**src/design/rtc_pkg.sv**
```systemverilog
// Shared constants for the real-time clock block
package rtc_pkg;
    // ------------------------------------------------------------
    // Bus and register map
    // ------------------------------------------------------------
    localparam int          ADDR_W       = 6;
    localparam int          DATA_W       = 32;
    localparam logic [5:0]  OFS_CTRL     = 6'h00;
    localparam logic [5:0]  OFS_RELOAD   = 6'h04;
    localparam logic [5:0]  OFS_TIME     = 6'h08;
    localparam logic [5:0]  OFS_ALARM    = 6'h0C;
    localparam logic [5:0]  OFS_CYCLE_N  = 6'h10;
    localparam logic [5:0]  OFS_LONG_LO  = 6'h14;
    localparam logic [5:0]  OFS_STATUS   = 6'h18;
    localparam logic [5:0]  OFS_CLEAR    = 6'h1C;
    localparam logic [5:0]  OFS_IRQ_EN   = 6'h20;
    // ------------------------------------------------------------
    // Control fields
    // ------------------------------------------------------------
    localparam int          CTRL_W           = 7;
    localparam int          CTRL_RUN         = 0;
    localparam int          CTRL_OSC_OFF     = 1;
    localparam int          CTRL_RUN_SLEEP   = 2;
    localparam int          CTRL_ROUTE_TICK  = 3;
    localparam int          CTRL_ROUTE_ALARM = 4;
    localparam int          CTRL_ROUTE_CYCLE = 5;
    localparam int          CTRL_WAKE        = 6;
    localparam int          CTRL_SRC_LP      = 8;
    localparam int          CTRL_DETECTED    = 9;
    localparam logic [6:0]  CTRL_RESET       = 7'h01;
    // ------------------------------------------------------------
    // Event bits
    // ------------------------------------------------------------
    localparam int          EV_W     = 3;
    localparam int          EV_TICK  = 0;
    localparam int          EV_ALARM = 1;
    localparam int          EV_CYCLE = 2;
    // ------------------------------------------------------------
    // Counter chain
    // ------------------------------------------------------------
    localparam int          PRE_W        = 6;
    localparam int          DIV_W        = 20;
    localparam int          TIME_W       = 32;
    localparam logic [19:0] RELOAD_RESET = 20'hBEBC1;
    // ------------------------------------------------------------
    // Timing
    // ------------------------------------------------------------
    localparam int          CLK_MHZ         = 50;
    localparam int          DETECT_TIME_US  = 250;
    localparam int          DETECT_CYCLES   = DETECT_TIME_US * CLK_MHZ;
    localparam int          DETECT_EDGES    = 4;
endpackage

```
**src/design/rtc_chain_if.sv**
```systemverilog
// Carrier between control, source detector and tick chain
`timescale 1ns/1ps
`default_nettype none
interface rtc_chain_if;
    logic        countEn;
    logic [19:0] reload;
    logic        lpSelect;
    logic        detectDone;
    logic        lpEdge;
    logic        tick;
    logic [5:0]  preValue;
    logic [19:0] divValue;
    modport ctrl   (output countEn, reload,
                    input  lpSelect, detectDone, tick, preValue, divValue);
    modport detect (output lpSelect, detectDone, lpEdge);
    modport chain  (input  countEn, reload, lpSelect, lpEdge,
                    output tick, preValue, divValue);
endinterface
`default_nettype wire

```
**src/design/rtc_timekeeper_alarm.sv**
```systemverilog
// Real-time clock top: bus slave, time, alarm, interrupts, oscillators
//
// The Avalon-MM slave port and the placing of the registers are this design's own decisions.
`timescale 1ns/1ps
`default_nettype none
module rtc_timekeeper_alarm
    import rtc_pkg::*;
#(
    parameter int DETECT_LEN = DETECT_CYCLES
)(
    input  wire logic        sys_clk,
    input  wire logic        rst_n,
    input  wire logic [5:0]  avAddress,
    input  wire logic        avRead,
    input  wire logic        avWrite,
    input  wire logic [31:0] avWriteData,
    output logic [31:0]      avReadData,
    output logic             avWaitrequest,
    input  wire logic        lowPowerOscIn,
    input  wire logic        powerDown,
    output logic             mainOscEnable,
    output logic             lowPowerOscEnable,
    output logic             extIntTick,
    output logic             extIntCyclic,
    output logic             extIntAlarm,
    output logic             wakeRequest,
    output logic             irq
);
    // ------------------------------------------------------------
    // Internal state
    // ------------------------------------------------------------
    rtc_chain_if chain ();

    logic [6:0]  clockControl;
    logic [19:0] tickReload;
    logic [31:0] timeCount;
    logic [31:0] alarmValue;
    logic [31:0] cycleLength;
    logic [31:0] cycleCount;
    logic [2:0]  status;
    logic [2:0]  irqEnable;
    logic        matchPrev;
    logic [31:0] readMux;
    logic        wrAccept;
    logic        alarmMatch;
    logic        alarmEvent;
    logic        cycleEvent;
    logic [2:0]  events;
    logic [2:0]  clearMask;
    logic        run;
    logic        sleepStop;

    // ------------------------------------------------------------
    // Sub-blocks
    // ------------------------------------------------------------
    rtc_osc_detect #(
        .DETECT_LEN (DETECT_LEN)
    ) detector (
        .sys_clk       (sys_clk),
        .rst_n         (rst_n),
        .lowPowerOscIn (lowPowerOscIn),
        .chain         (chain.detect)
    );

    rtc_tick_chain divider (
        .sys_clk (sys_clk),
        .rst_n   (rst_n),
        .chain   (chain.chain)
    );

    // ------------------------------------------------------------
    // Bus slave: one wait state, answer on second cycle
    // ------------------------------------------------------------
    assign wrAccept = avWrite & ~avWaitrequest;

    always_ff @(posedge sys_clk) begin
        if (!rst_n)
            avWaitrequest <= 1'b1;
        else if ((avRead | avWrite) & avWaitrequest)
            avWaitrequest <= 1'b0;
        else
            avWaitrequest <= 1'b1;
    end

    always_comb begin
        readMux = 32'h00000000;
        unique case (avAddress)
            OFS_CTRL: begin
                readMux[CTRL_W-1:0]   = clockControl;
                readMux[CTRL_SRC_LP]  = chain.lpSelect;
                readMux[CTRL_DETECTED] = chain.detectDone;
            end
            OFS_RELOAD:  readMux[DIV_W-1:0] = tickReload;
            OFS_TIME:    readMux = timeCount;
            OFS_ALARM:   readMux = alarmValue;
            OFS_CYCLE_N: readMux = cycleLength;
            // Low part of the long timer; time counter is the high part
            OFS_LONG_LO: readMux[25:0] = {chain.divValue, chain.preValue};
            OFS_STATUS:  readMux[EV_W-1:0] = status;
            OFS_IRQ_EN:  readMux[EV_W-1:0] = irqEnable;
            default:     readMux = 32'h00000000;
        endcase
    end

    // Read data stand only in the answer cycle, zero otherwise
    always_ff @(posedge sys_clk) begin
        if (!rst_n)
            avReadData <= 32'h00000000;
        else if (avRead & avWaitrequest)
            avReadData <= readMux;
        else
            avReadData <= 32'h00000000;
    end

    // ------------------------------------------------------------
    // Writable registers
    // ------------------------------------------------------------
    always_ff @(posedge sys_clk) begin
        if (!rst_n)
            clockControl <= CTRL_RESET;
        else if (wrAccept && avAddress == OFS_CTRL)
            clockControl <= avWriteData[CTRL_W-1:0];
    end

    always_ff @(posedge sys_clk) begin
        if (!rst_n)
            tickReload <= RELOAD_RESET;
        else if (wrAccept && avAddress == OFS_RELOAD)
            tickReload <= avWriteData[DIV_W-1:0];
    end

    always_ff @(posedge sys_clk) begin
        if (!rst_n)
            alarmValue <= 32'hFFFFFFFF;
        else if (wrAccept && avAddress == OFS_ALARM)
            alarmValue <= avWriteData;
    end

    always_ff @(posedge sys_clk) begin
        if (!rst_n)
            cycleLength <= 32'h00000000;
        else if (wrAccept && avAddress == OFS_CYCLE_N)
            cycleLength <= avWriteData;
    end

    always_ff @(posedge sys_clk) begin
        if (!rst_n)
            irqEnable <= 3'h0;
        else if (wrAccept && avAddress == OFS_IRQ_EN)
            irqEnable <= avWriteData[EV_W-1:0];
    end

    assign chain.reload = tickReload;

    // ------------------------------------------------------------
    // Run control
    // ------------------------------------------------------------
    assign run       = clockControl[CTRL_RUN];
    // Idle does not stop the chain; power-down does unless kept running
    assign sleepStop = powerDown & ~clockControl[CTRL_RUN_SLEEP];

    always_ff @(posedge sys_clk) begin
        if (!rst_n)
            chain.countEn <= 1'b0;
        else
            chain.countEn <= run & chain.detectDone & ~sleepStop;
    end

    // ------------------------------------------------------------
    // Time counter: a software load beats a tick in the same cycle
    // ------------------------------------------------------------
    always_ff @(posedge sys_clk) begin
        if (!rst_n)
            timeCount <= 32'h00000000;
        else if (wrAccept && avAddress == OFS_TIME)
            timeCount <= avWriteData;
        else if (chain.tick)
            timeCount <= timeCount + 32'h00000001;
    end

    // ------------------------------------------------------------
    // Alarm compare, edge only so one match gives one event
    // ------------------------------------------------------------
    assign alarmMatch = (timeCount == alarmValue);
    assign alarmEvent = alarmMatch & ~matchPrev;

    always_ff @(posedge sys_clk) begin
        if (!rst_n) matchPrev <= 1'b1;
        else        matchPrev <= alarmMatch;
    end

    // ------------------------------------------------------------
    // n-tick cycle counter; n of zero turns it off
    // ------------------------------------------------------------
    assign cycleEvent = chain.tick && cycleLength != 32'h00000000
                        && cycleCount + 32'h00000001 >= cycleLength;

    always_ff @(posedge sys_clk) begin
        if (!rst_n)
            cycleCount <= 32'h00000000;
        else if (wrAccept && avAddress == OFS_CYCLE_N)
            cycleCount <= 32'h00000000;
        else if (cycleEvent)
            cycleCount <= 32'h00000000;
        else if (chain.tick && cycleLength != 32'h00000000)
            cycleCount <= cycleCount + 32'h00000001;
    end

    // ------------------------------------------------------------
    // Sticky status, set wins over clear
    // ------------------------------------------------------------
    assign events = {cycleEvent, alarmEvent, chain.tick};

    always_comb begin
        clearMask = 3'h0;
        if (wrAccept && avAddress == OFS_CLEAR)
            clearMask = avWriteData[EV_W-1:0];
    end

    always_ff @(posedge sys_clk) begin
        if (!rst_n) status <= 3'h0;
        else        status <= (status & ~clearMask) | events;
    end

    always_ff @(posedge sys_clk) begin
        if (!rst_n) irq <= 1'b0;
        else        irq <= |(status & irqEnable);
    end

    // ------------------------------------------------------------
    // Port-2 external interrupt lines, one-cycle pulses
    // ------------------------------------------------------------
    always_ff @(posedge sys_clk) begin
        if (!rst_n) begin
            extIntTick   <= 1'b0;
            extIntCyclic <= 1'b0;
            extIntAlarm  <= 1'b0;
        end else begin
            extIntTick   <= chain.tick & clockControl[CTRL_ROUTE_TICK];
            extIntCyclic <= cycleEvent & clockControl[CTRL_ROUTE_CYCLE];
            extIntAlarm  <= alarmEvent & clockControl[CTRL_ROUTE_ALARM];
        end
    end

    // ------------------------------------------------------------
    // Wake from power-down, held until power-down ends or the wake bit is cleared
    // ------------------------------------------------------------
    always_ff @(posedge sys_clk) begin
        if (!rst_n)
            wakeRequest <= 1'b0;
        else if (!powerDown || !clockControl[CTRL_WAKE])
            wakeRequest <= 1'b0;
        else if (alarmEvent | cycleEvent)
            wakeRequest <= 1'b1;
    end

    // ------------------------------------------------------------
    // Oscillator management
    // ------------------------------------------------------------
    always_ff @(posedge sys_clk) begin
        if (!rst_n)
            mainOscEnable <= 1'b1;
        else if (!powerDown)
            mainOscEnable <= 1'b1;
        else if (chain.lpSelect)
            mainOscEnable <= 1'b0;
        else
            // Main source: kept for the clock unless disabled or told off
            mainOscEnable <= run & ~clockControl[CTRL_OSC_OFF];
    end

    always_ff @(posedge sys_clk) begin
        if (!rst_n)
            lowPowerOscEnable <= 1'b1;
        else if (!powerDown)
            lowPowerOscEnable <= 1'b1;
        else
            lowPowerOscEnable <= chain.lpSelect & run
                                 & ~clockControl[CTRL_OSC_OFF];
    end
endmodule
`default_nettype wire

```
**src/design/rtc_osc_detect.sv**
```systemverilog
// Low-power oscillator presence detector and source selector
`timescale 1ns/1ps
`default_nettype none
module rtc_osc_detect
    import rtc_pkg::*;
#(
    parameter int DETECT_LEN = DETECT_CYCLES
)(
    input  wire logic   sys_clk,
    input  wire logic   rst_n,
    input  wire logic   lowPowerOscIn,
    rtc_chain_if.detect chain
);
    logic        syncA;
    logic        syncB;
    logic        syncC;
    logic [15:0] window;
    logic [2:0]  edges;

    // ------------------------------------------------------------
    // Pin synchroniser
    // ------------------------------------------------------------
    always_ff @(posedge sys_clk) begin
        if (!rst_n) begin
            syncA <= 1'b0;
            syncB <= 1'b0;
            syncC <= 1'b0;
        end else begin
            syncA <= lowPowerOscIn;
            syncB <= syncA;
            syncC <= syncB;
        end
    end

    always_ff @(posedge sys_clk) begin
        if (!rst_n) chain.lpEdge <= 1'b0;
        else        chain.lpEdge <= syncB & ~syncC;
    end

    // ------------------------------------------------------------
    // Detection window, restarted by every reset
    // ------------------------------------------------------------
    always_ff @(posedge sys_clk) begin
        if (!rst_n) begin
            window           <= 16'h0000;
            edges            <= 3'h0;
            chain.detectDone <= 1'b0;
            chain.lpSelect   <= 1'b0;
        end else if (!chain.detectDone) begin
            window <= window + 16'h0001;
            if (syncB & ~syncC && edges != 3'h7)
                edges <= edges + 3'h1;
            if (window == 16'(DETECT_LEN - 1)) begin
                chain.detectDone <= 1'b1;
                chain.lpSelect   <= (edges >= 3'(DETECT_EDGES));
            end
        end
    end
endmodule
`default_nettype wire

```
**src/design/rtc_tick_chain.sv**
```systemverilog
// Fixed divide-by-64 stage and reloadable tick divider
`timescale 1ns/1ps
`default_nettype none
module rtc_tick_chain
    import rtc_pkg::*;
(
    input  wire logic  sys_clk,
    input  wire logic  rst_n,
    rtc_chain_if.chain chain
);
    logic srcPulse;
    logic preWrap;

    // Low-power source steps on synced edges, main source every cycle
    assign srcPulse = chain.countEn & (chain.lpSelect ? chain.lpEdge : 1'b1);
    assign preWrap  = srcPulse & (chain.preValue == 6'h3F);

    always_ff @(posedge sys_clk) begin
        if (!rst_n)        chain.preValue <= 6'h00;
        else if (srcPulse) chain.preValue <= chain.preValue + 6'h01;
    end

    // ------------------------------------------------------------
    // Divider: counts down, reloads at period end
    // ------------------------------------------------------------
    always_ff @(posedge sys_clk) begin
        if (!rst_n) begin
            chain.divValue <= RELOAD_RESET;
            chain.tick     <= 1'b0;
        end else begin
            chain.tick <= 1'b0;
            if (preWrap) begin
                if (chain.divValue == 20'h00000) begin
                    // Reload sampled only here, so a new value waits
                    chain.divValue <= chain.reload;
                    chain.tick     <= 1'b1;
                end else begin
                    chain.divValue <= chain.divValue - 20'h00001;
                end
            end
        end
    end
endmodule
`default_nettype wire

```
**config.mk**
```make
export PLATFORM = sky130hd
export DESIGN_NAME = rtc_timekeeper_alarm
export DESIGN_NICKNAME = d
export VERILOG_FILES = /design/src/design/rtc_pkg.sv /design/src/design/rtc_chain_if.sv /design/src/design/rtc_timekeeper_alarm.sv /design/src/design/rtc_osc_detect.sv /design/src/design/rtc_tick_chain.sv
export SDC_FILE = /design/constraint.sdc
export NUM_CORES = 1
export LEC_CHECK = 0
export ABC_CLOCK_PERIOD_IN_PS = 8100
export BUFFER_PORTS_ARGS = -buffer_cell sky130_fd_sc_hd__buf_2
export CORE_UTILIZATION = 40
export CTS_BUF_LIST = sky130_fd_sc_hd__clkbuf_2
export DETAILED_ROUTE_END_ITERATION = 10
export PLACE_DENSITY = 0.59
export RECOVER_POWER = 50
export SYNTH_ARGS = -nofsm -noshare
export SYNTH_HDL_FRONTEND = slang
export SYNTH_HIERARCHICAL = 1
export SYNTH_SLANG_ARGS = --single-unit
```
**constraint.sdc**
```tcl
create_clock -name sys_clk -period 8.1 [get_ports sys_clk]
set_input_delay 1.62 -clock sys_clk [delete_from_list [all_inputs] [get_ports sys_clk]]
set_output_delay 1.62 -clock sys_clk [all_outputs]
set_load 0.03 [all_outputs]
```
Yosys cells after proc, flatten, opt, wreduce, memory -nomap -nowiden
Index checks and enable logic that the tools add are counted.
W data, S select, Z words.
{ "word_totals": {"regBits": 255, "inputBits": 44, "output_inout_bits": 40} }
{ "op_classes": {"n_mux": 17, "addsub": 6, "n_eq_ne": 12, "n_reduce_logical": 25, "magnitude_cmp": 2, "bitwise": 30} }
{ "op_table": {"columns": ["operator", "n"], "rows": [
  ["$add A32 B1 Y32 const B", 2],
  ["$mux W32", 2],
  ["$pmux W10 S5", 1],
  ["$eq A32 B32 Y1", 1],
  ["$ge A32 B32 Y1", 1],
  ["$reduce_bool A32 Y1", 1],
  ["$eq A6 B5 Y1 const B", 4],
  ["$pmux W3 S8", 1],
  ["$pmux W4 S6", 1],
  ["$pmux W6 S4", 1],
  ["$logic_not A20 Y1", 1],
  ["$mux W20", 1],
  ["$sub A20 B1 Y20 const B", 1],
  ["$pmux W6 S3", 1],
  ["$add A16 B1 Y16 const B", 1],
  ["$and A1 B1 Y1", 16],
  ["$eq A16 B14 Y1 const B", 1],
  ["$eq A6 B4 Y1 const B", 2],
  ["$eq A6 B6 Y1 const B", 2],
  ["$pmux W2 S6", 1],
  ["$logic_and A1 B1 Y1", 10],
  ["$reduce_and A2 Y1", 5],
  ["$not A1 Y1", 8],
  ["$add A6 B1 Y6 const B", 1],
  ["other kinds (17)", 26]
]} }

Logic depth before layout (Yosys ltp)
{ "logic_depth": {"ltp_word": 7, "ltp_mapped": 16} }

Hierarchy
The synthesis kept the hierarchy.
{ "modules_own_cells": {"columns": ["module", "n_inst", "cells_per_inst", "area_per_inst_um2"], "rows": [
  ["rtc_timekeeper_alarm", 1, 1357, 10655.2],
  ["rtc_tick_chain", 1, 195, 1557.7],
  ["rtc_osc_detect", 1, 119, 1108.6]
]} }

Least setup slack after synthesis
Ideal clock, no wire load.
{ "synth_timing": {"kind": "in2reg", "start": "in avAddress[2]", "end": "reg avReadData[24]", "arrival_ns": 3.223, "stages": 7, "setup_time_ns": 0.122, "required_time_ns": 7.978, "setup_slack_ns": 4.756, "path_cell_list": "clkbuf_1 buf_1 buf_1 mux2i_1 nor2_1 a221oi_1 nor2_1"} }
{ "synth_via": {"elab_chain_len": 2, "word_cells_on_any_way": 5, "cone_classes": "4 x eq/ne; 1 x mux"} }
{ "synth_lines": {"columns": ["element", "line", "source"], "rows": [
  ["start: declaration", "rtc_timekeeper_alarm.sv:13", "input wire logic [5:0] avAddress,"],
  ["$eq A6 B5 Y1 / $eq A6 B4 Y1 (equally long branches)", "rtc_timekeeper_alarm.sv:87", "unique case (avAddress)"],
  ["$pmux W6 S4 *", "rtc_timekeeper_alarm.sv:87", null],
  ["end signal: assignment", "rtc_timekeeper_alarm.sv:110", "avReadData <= readMux;"],
  ["end: declaration", "rtc_timekeeper_alarm.sv:17", "output logic [31:0] avReadData,"]
]} }
Every way passes the cells marked *; elsewhere a longest branch is shown, timed or not.
A chain may end at the register's enable or synchronous reset.

Worst setup path after layout
{ "layout_timing": {"start": "in rst_n", "end": "reg cycleCount[31]"} }
{ "layout_via": {"elab_chain_len": 2} }
{ "layout_lines": {"columns": ["element", "line", "source"], "rows": [
  ["start: declaration", "rtc_timekeeper_alarm.sv:12", "input wire logic rst_n,"],
  ["$not A1 Y1 (no source line)", null, null],
  ["$reduce_or A3 Y1 (no source line)", null, null],
  ["end signal: assignment", "rtc_timekeeper_alarm.sv:206", "cycleCount <= cycleCount + 32'h00000001;"],
  ["end: declaration", "rtc_timekeeper_alarm.sv:39", "logic [31:0] cycleCount;"]
]} }
Every way passes these cells.

==> out/metrics.cfg <==
[worst_setup_path]
critical_path.endpoint_type = flip-flop
slowest_stage = clkbuf_1
start_kind = input pin
path_cells = buf_2 -> clkbuf_1 -> inv_1 -> a31oi_1 -> o211ai_1 -> or4_1 -> a211oi_1 -> a21o_1
cp_data_required_time_ns = 8.89
r2r_end = wakeRequest$_SDFFE_PP0P_
slowest_delay_ns = 2.12
r2r_start = cycleCount[0]$_SDFFE_PP0P_
r2r_slack_ns = 3.89
path_buf_inv = 3
crit_family = buffers and inverters
cp_data_arrival_time_ns = 6.40
cp_max_fo = 68
reg2reg_depth = 11
critPathKind = in -> reg

[detailed_routing]
avgViaCountPerCell = 5.62
dr.pass1.iters = 5
drt_wl_total_mm = 41.2
wl_per_cell_um = 18.4
drc = 0
postRouteAntennaNets = 0
vias = 12600
first_iter_violations = 1161

[pwr]
p_leak_nw = 5.66
power_mw = 2.34
powerDensity_nw_per_um2 = 159
irDropWorstVdd_v = 0.0000888

[synthesis]
async_flop_share_pct = 0
yosysSeqAreaShare_pct = 38.3
synth_ff_type = dfxtp_1
synth_cell_types = 75
synth_seq_cells = 255
synth-edff-count = 0
synthCells = 1671
synth_top_area_share_pct = 38.3
synth_area_leaders = dfxtp_1, nand2_1, a21oi_1
yosys.cell_count.top_type = nand2_1
yosys_warnings = 6
synthTopCellsByCount = nand2_1, dfxtp_1, a21oi_1
yosysTopAreaCell = dfxtp_1
syn_area_per_cell_sq_um = 7.97
synth_nets = 1756
syn-cell-area_sq_um = 13300

[clocking]
cts_tree = done
htree_levels = 3
hold_buffers = 0
clock_path_buffers = 3
clockRootBuffer = clkbuf_2
cts_buffers = 72
clk_latency_ns = 0.93
postCtsSetupRepairBufs = 0
clock_sinks = 255
cts_resized = 0
clkTransAtPathRegs_ns = 0.09

[die]
die_area_sq_um = 34000
core_sq_um = 32600
num_rows = 66
die_y_um = 184
num_io_pins = 84
initial_core_util_pct = 40.8
die_w_um = 184

[hold_path]
min_path_type = reg -> reg
min_to = detector/chain.lpEdge$_SDFF_PN0_
holdCritStartpoint = detector/syncC$_SDFF_PN0_
min_path_cells = 1

[sta]
finClkSkew_ns = 0.0915
final-hold-violation-count = 0
grt_setup_unrepaired = no
fin_setup_tns_ns = 0
layout_min_cycle_time_ns = 5.61
min_period_over_period_pct = 69.2
finalSetupViolations = 0
slew_violations = 193
relSlewSlack_pct = -123
tightest_slew_ns = 3.34
fmax_mhz = 178

[place]
hpwl_mm = 29.1
gp_congestion = 0.913
io_buffer_count = 83

[layout]
fillers = 3340
multiInputGateArea_sq_um = 7580
syn_to_final_growth_pct = 10.2
drive_above_1_share_pct = 13.3
fin_nets = 1830
seq_area_sq_um = 5100

[global_route]
grt_pass1_vias = 11500
grt_util_met2_pct = 37.1
antenna_found_initial = 1
use_met1_pct = 34.4
grt_pass1_wl_mm = 64.5
grt_use_met3_pct = 3.85
grt_busiest_layer = met2
track_usage_pct = 24.3
overflow = 0
grt_max_degree = 70

[run_status]
status = finished with violations
violations = capacitance limit, slew limit

[flow_run]
maxCapViolCount = 4

==> worst max path at each step <==
stage | start | to | slack (ns) | depth (start not counted)
2_1_floorplan | avAddress[2] | avReadData[24]$_SDFF_PN0_ | 4.76 | 7
3_3_place_gp | avAddress[2] | cycleCount[10]$_SDFFE_PP0P_ | 3.56 | 9
5_1_grt | rst_n | cycleCount[31]$_SDFFE_PP0P_ | 2.36 | 8
3_5_place_dp | avAddress[2] | cycleCount[10]$_SDFFE_PP0P_ | 3.55 | 9
6_report | rst_n | cycleCount[31]$_SDFFE_PP0P_ | 2.49 | 8
4_1_cts | cycleCount[0]$_SDFFE_PP0P_ | wakeRequest$_SDFFE_PP0P_ | 3.84 | 11
==> power breakdown <==
group,internal (mW),switching (mW),total (mW)
Clock,0.403,0.568,0.971
Sequential,1.26,0.00468,1.26
Combinational,0.0287,0.0731,0.102
Total,1.69,0.646,2.34
==> layout by cell type, fill, tap and decap left out, types with 10 or more instances in the layout <==
cell / count
nand2_1: 266
dfxtp_1: 255
a21oi_1: 147
nor2_1: 124
clkbuf_2: 103
nand3_1: 96
buf_2: 83
xnor2_1: 71
inv_1: 57
nand4_1: 50
mux2i_1: 45
o21ai_0: 43
ha_1: 41
xor2_1: 37
nor3_1: 34
and3_1: 27
a211oi_1: 23
nor4_1: 22
or3_1: 22
a22oi_1: 20
buf_4: 19
a221oi_1: 16
a211o_1: 16
and4_1: 12
clkinv_1: 12
and2_1: 11
or4_1: 10
==> final cells by class <==
cell class | count | share of cell area [%]
multi-input cells | 1251 | 51.6
flip-flops and latches | 255 | 34.8
repair buffers | 107 | 3.93
well taps | 442 | 3.77
clock buffers | 103 | 3.51
inverters | 58 | 1.48
clock inverters | 20 | 0.920
diodes | 1 | 0.0170
==> worst reg2reg max path: stages (launching register included) <==
cell and delay [ns]:
dfxtp_1 0.42, ha_1 0.26, nand3_2 0.22, nor4_4 0.59, nand4_1 0.28, xnor2_1 0.24
ha_1 0.27, and4_1 0.18, a221oi_1 0.34, o21a_1 0.66, a21oi_1 0.34, o31a_1 0.32
==> routing by layer <==
layer | up-vias | wire length [um]
met4 | 0 | 808
met3 | 60 | 3010
met5 | - | 0
met1 | 5949 | 19000
li1 | 6102 | -
met2 | 453 | 18300
==> through the flow <==
| stage | worst slack [ns] | cell area (sq um) | instances | util (%) | hold WS, ns |
|---|---|---|---|---|---|
| 3_3_place_gp | 3.56 | 14100 | 2113 | 43.1 | 0.406 |
| 6_report | 2.49 | 14700 | 2237 | 45.0 | 0.427 |
| 4_1_cts | 3.84 | 14700 | 2236 | 45.1 | 0.428 |
| 3_5_place_dp | 3.55 | 14100 | 2113 | 43.1 | 0.417 |
| 5_1_grt | 2.36 | 14700 | 2237 | 45.0 | 0.446 |
| 2_1_floorplan | 4.76 | 13300 | 1671 | - | 0.393 |
==> registers in the layout, summed over array words and instances (netlist names), 3 cells and up <==
| signal | cells |
|---|---|
| alarmValue | 32 |
| avReadData | 32 |
| chain.reload | 20 |
| clockControl | 7 |
| cycleCount | 32 |
| cycleLength | 32 |
| detector/edges | 3 |
| detector/window | 16 |
| divider/chain.divValue | 20 |
| divider/chain.preValue | 6 |
| irqEnable | 3 |
| status | 3 |
| timeCount | 32 |
==> cells by family (layout without fill, tap and decap cells) <==
family,after synthesis,after routing,synth area share [%]
and+or+nand+nor,724,724,26.7
AOI/OAI and AO/OA,332,332,15.6
DFF,255,255,38.3
buffers and inverters,165,288,4.89
xor gates and xnor gates,108,108,7.10
muxes,46,46,3.47
adders and majority gates,41,41,3.85
other,0,1,0
No activity file was read; power rests on OpenSTA's default activity.
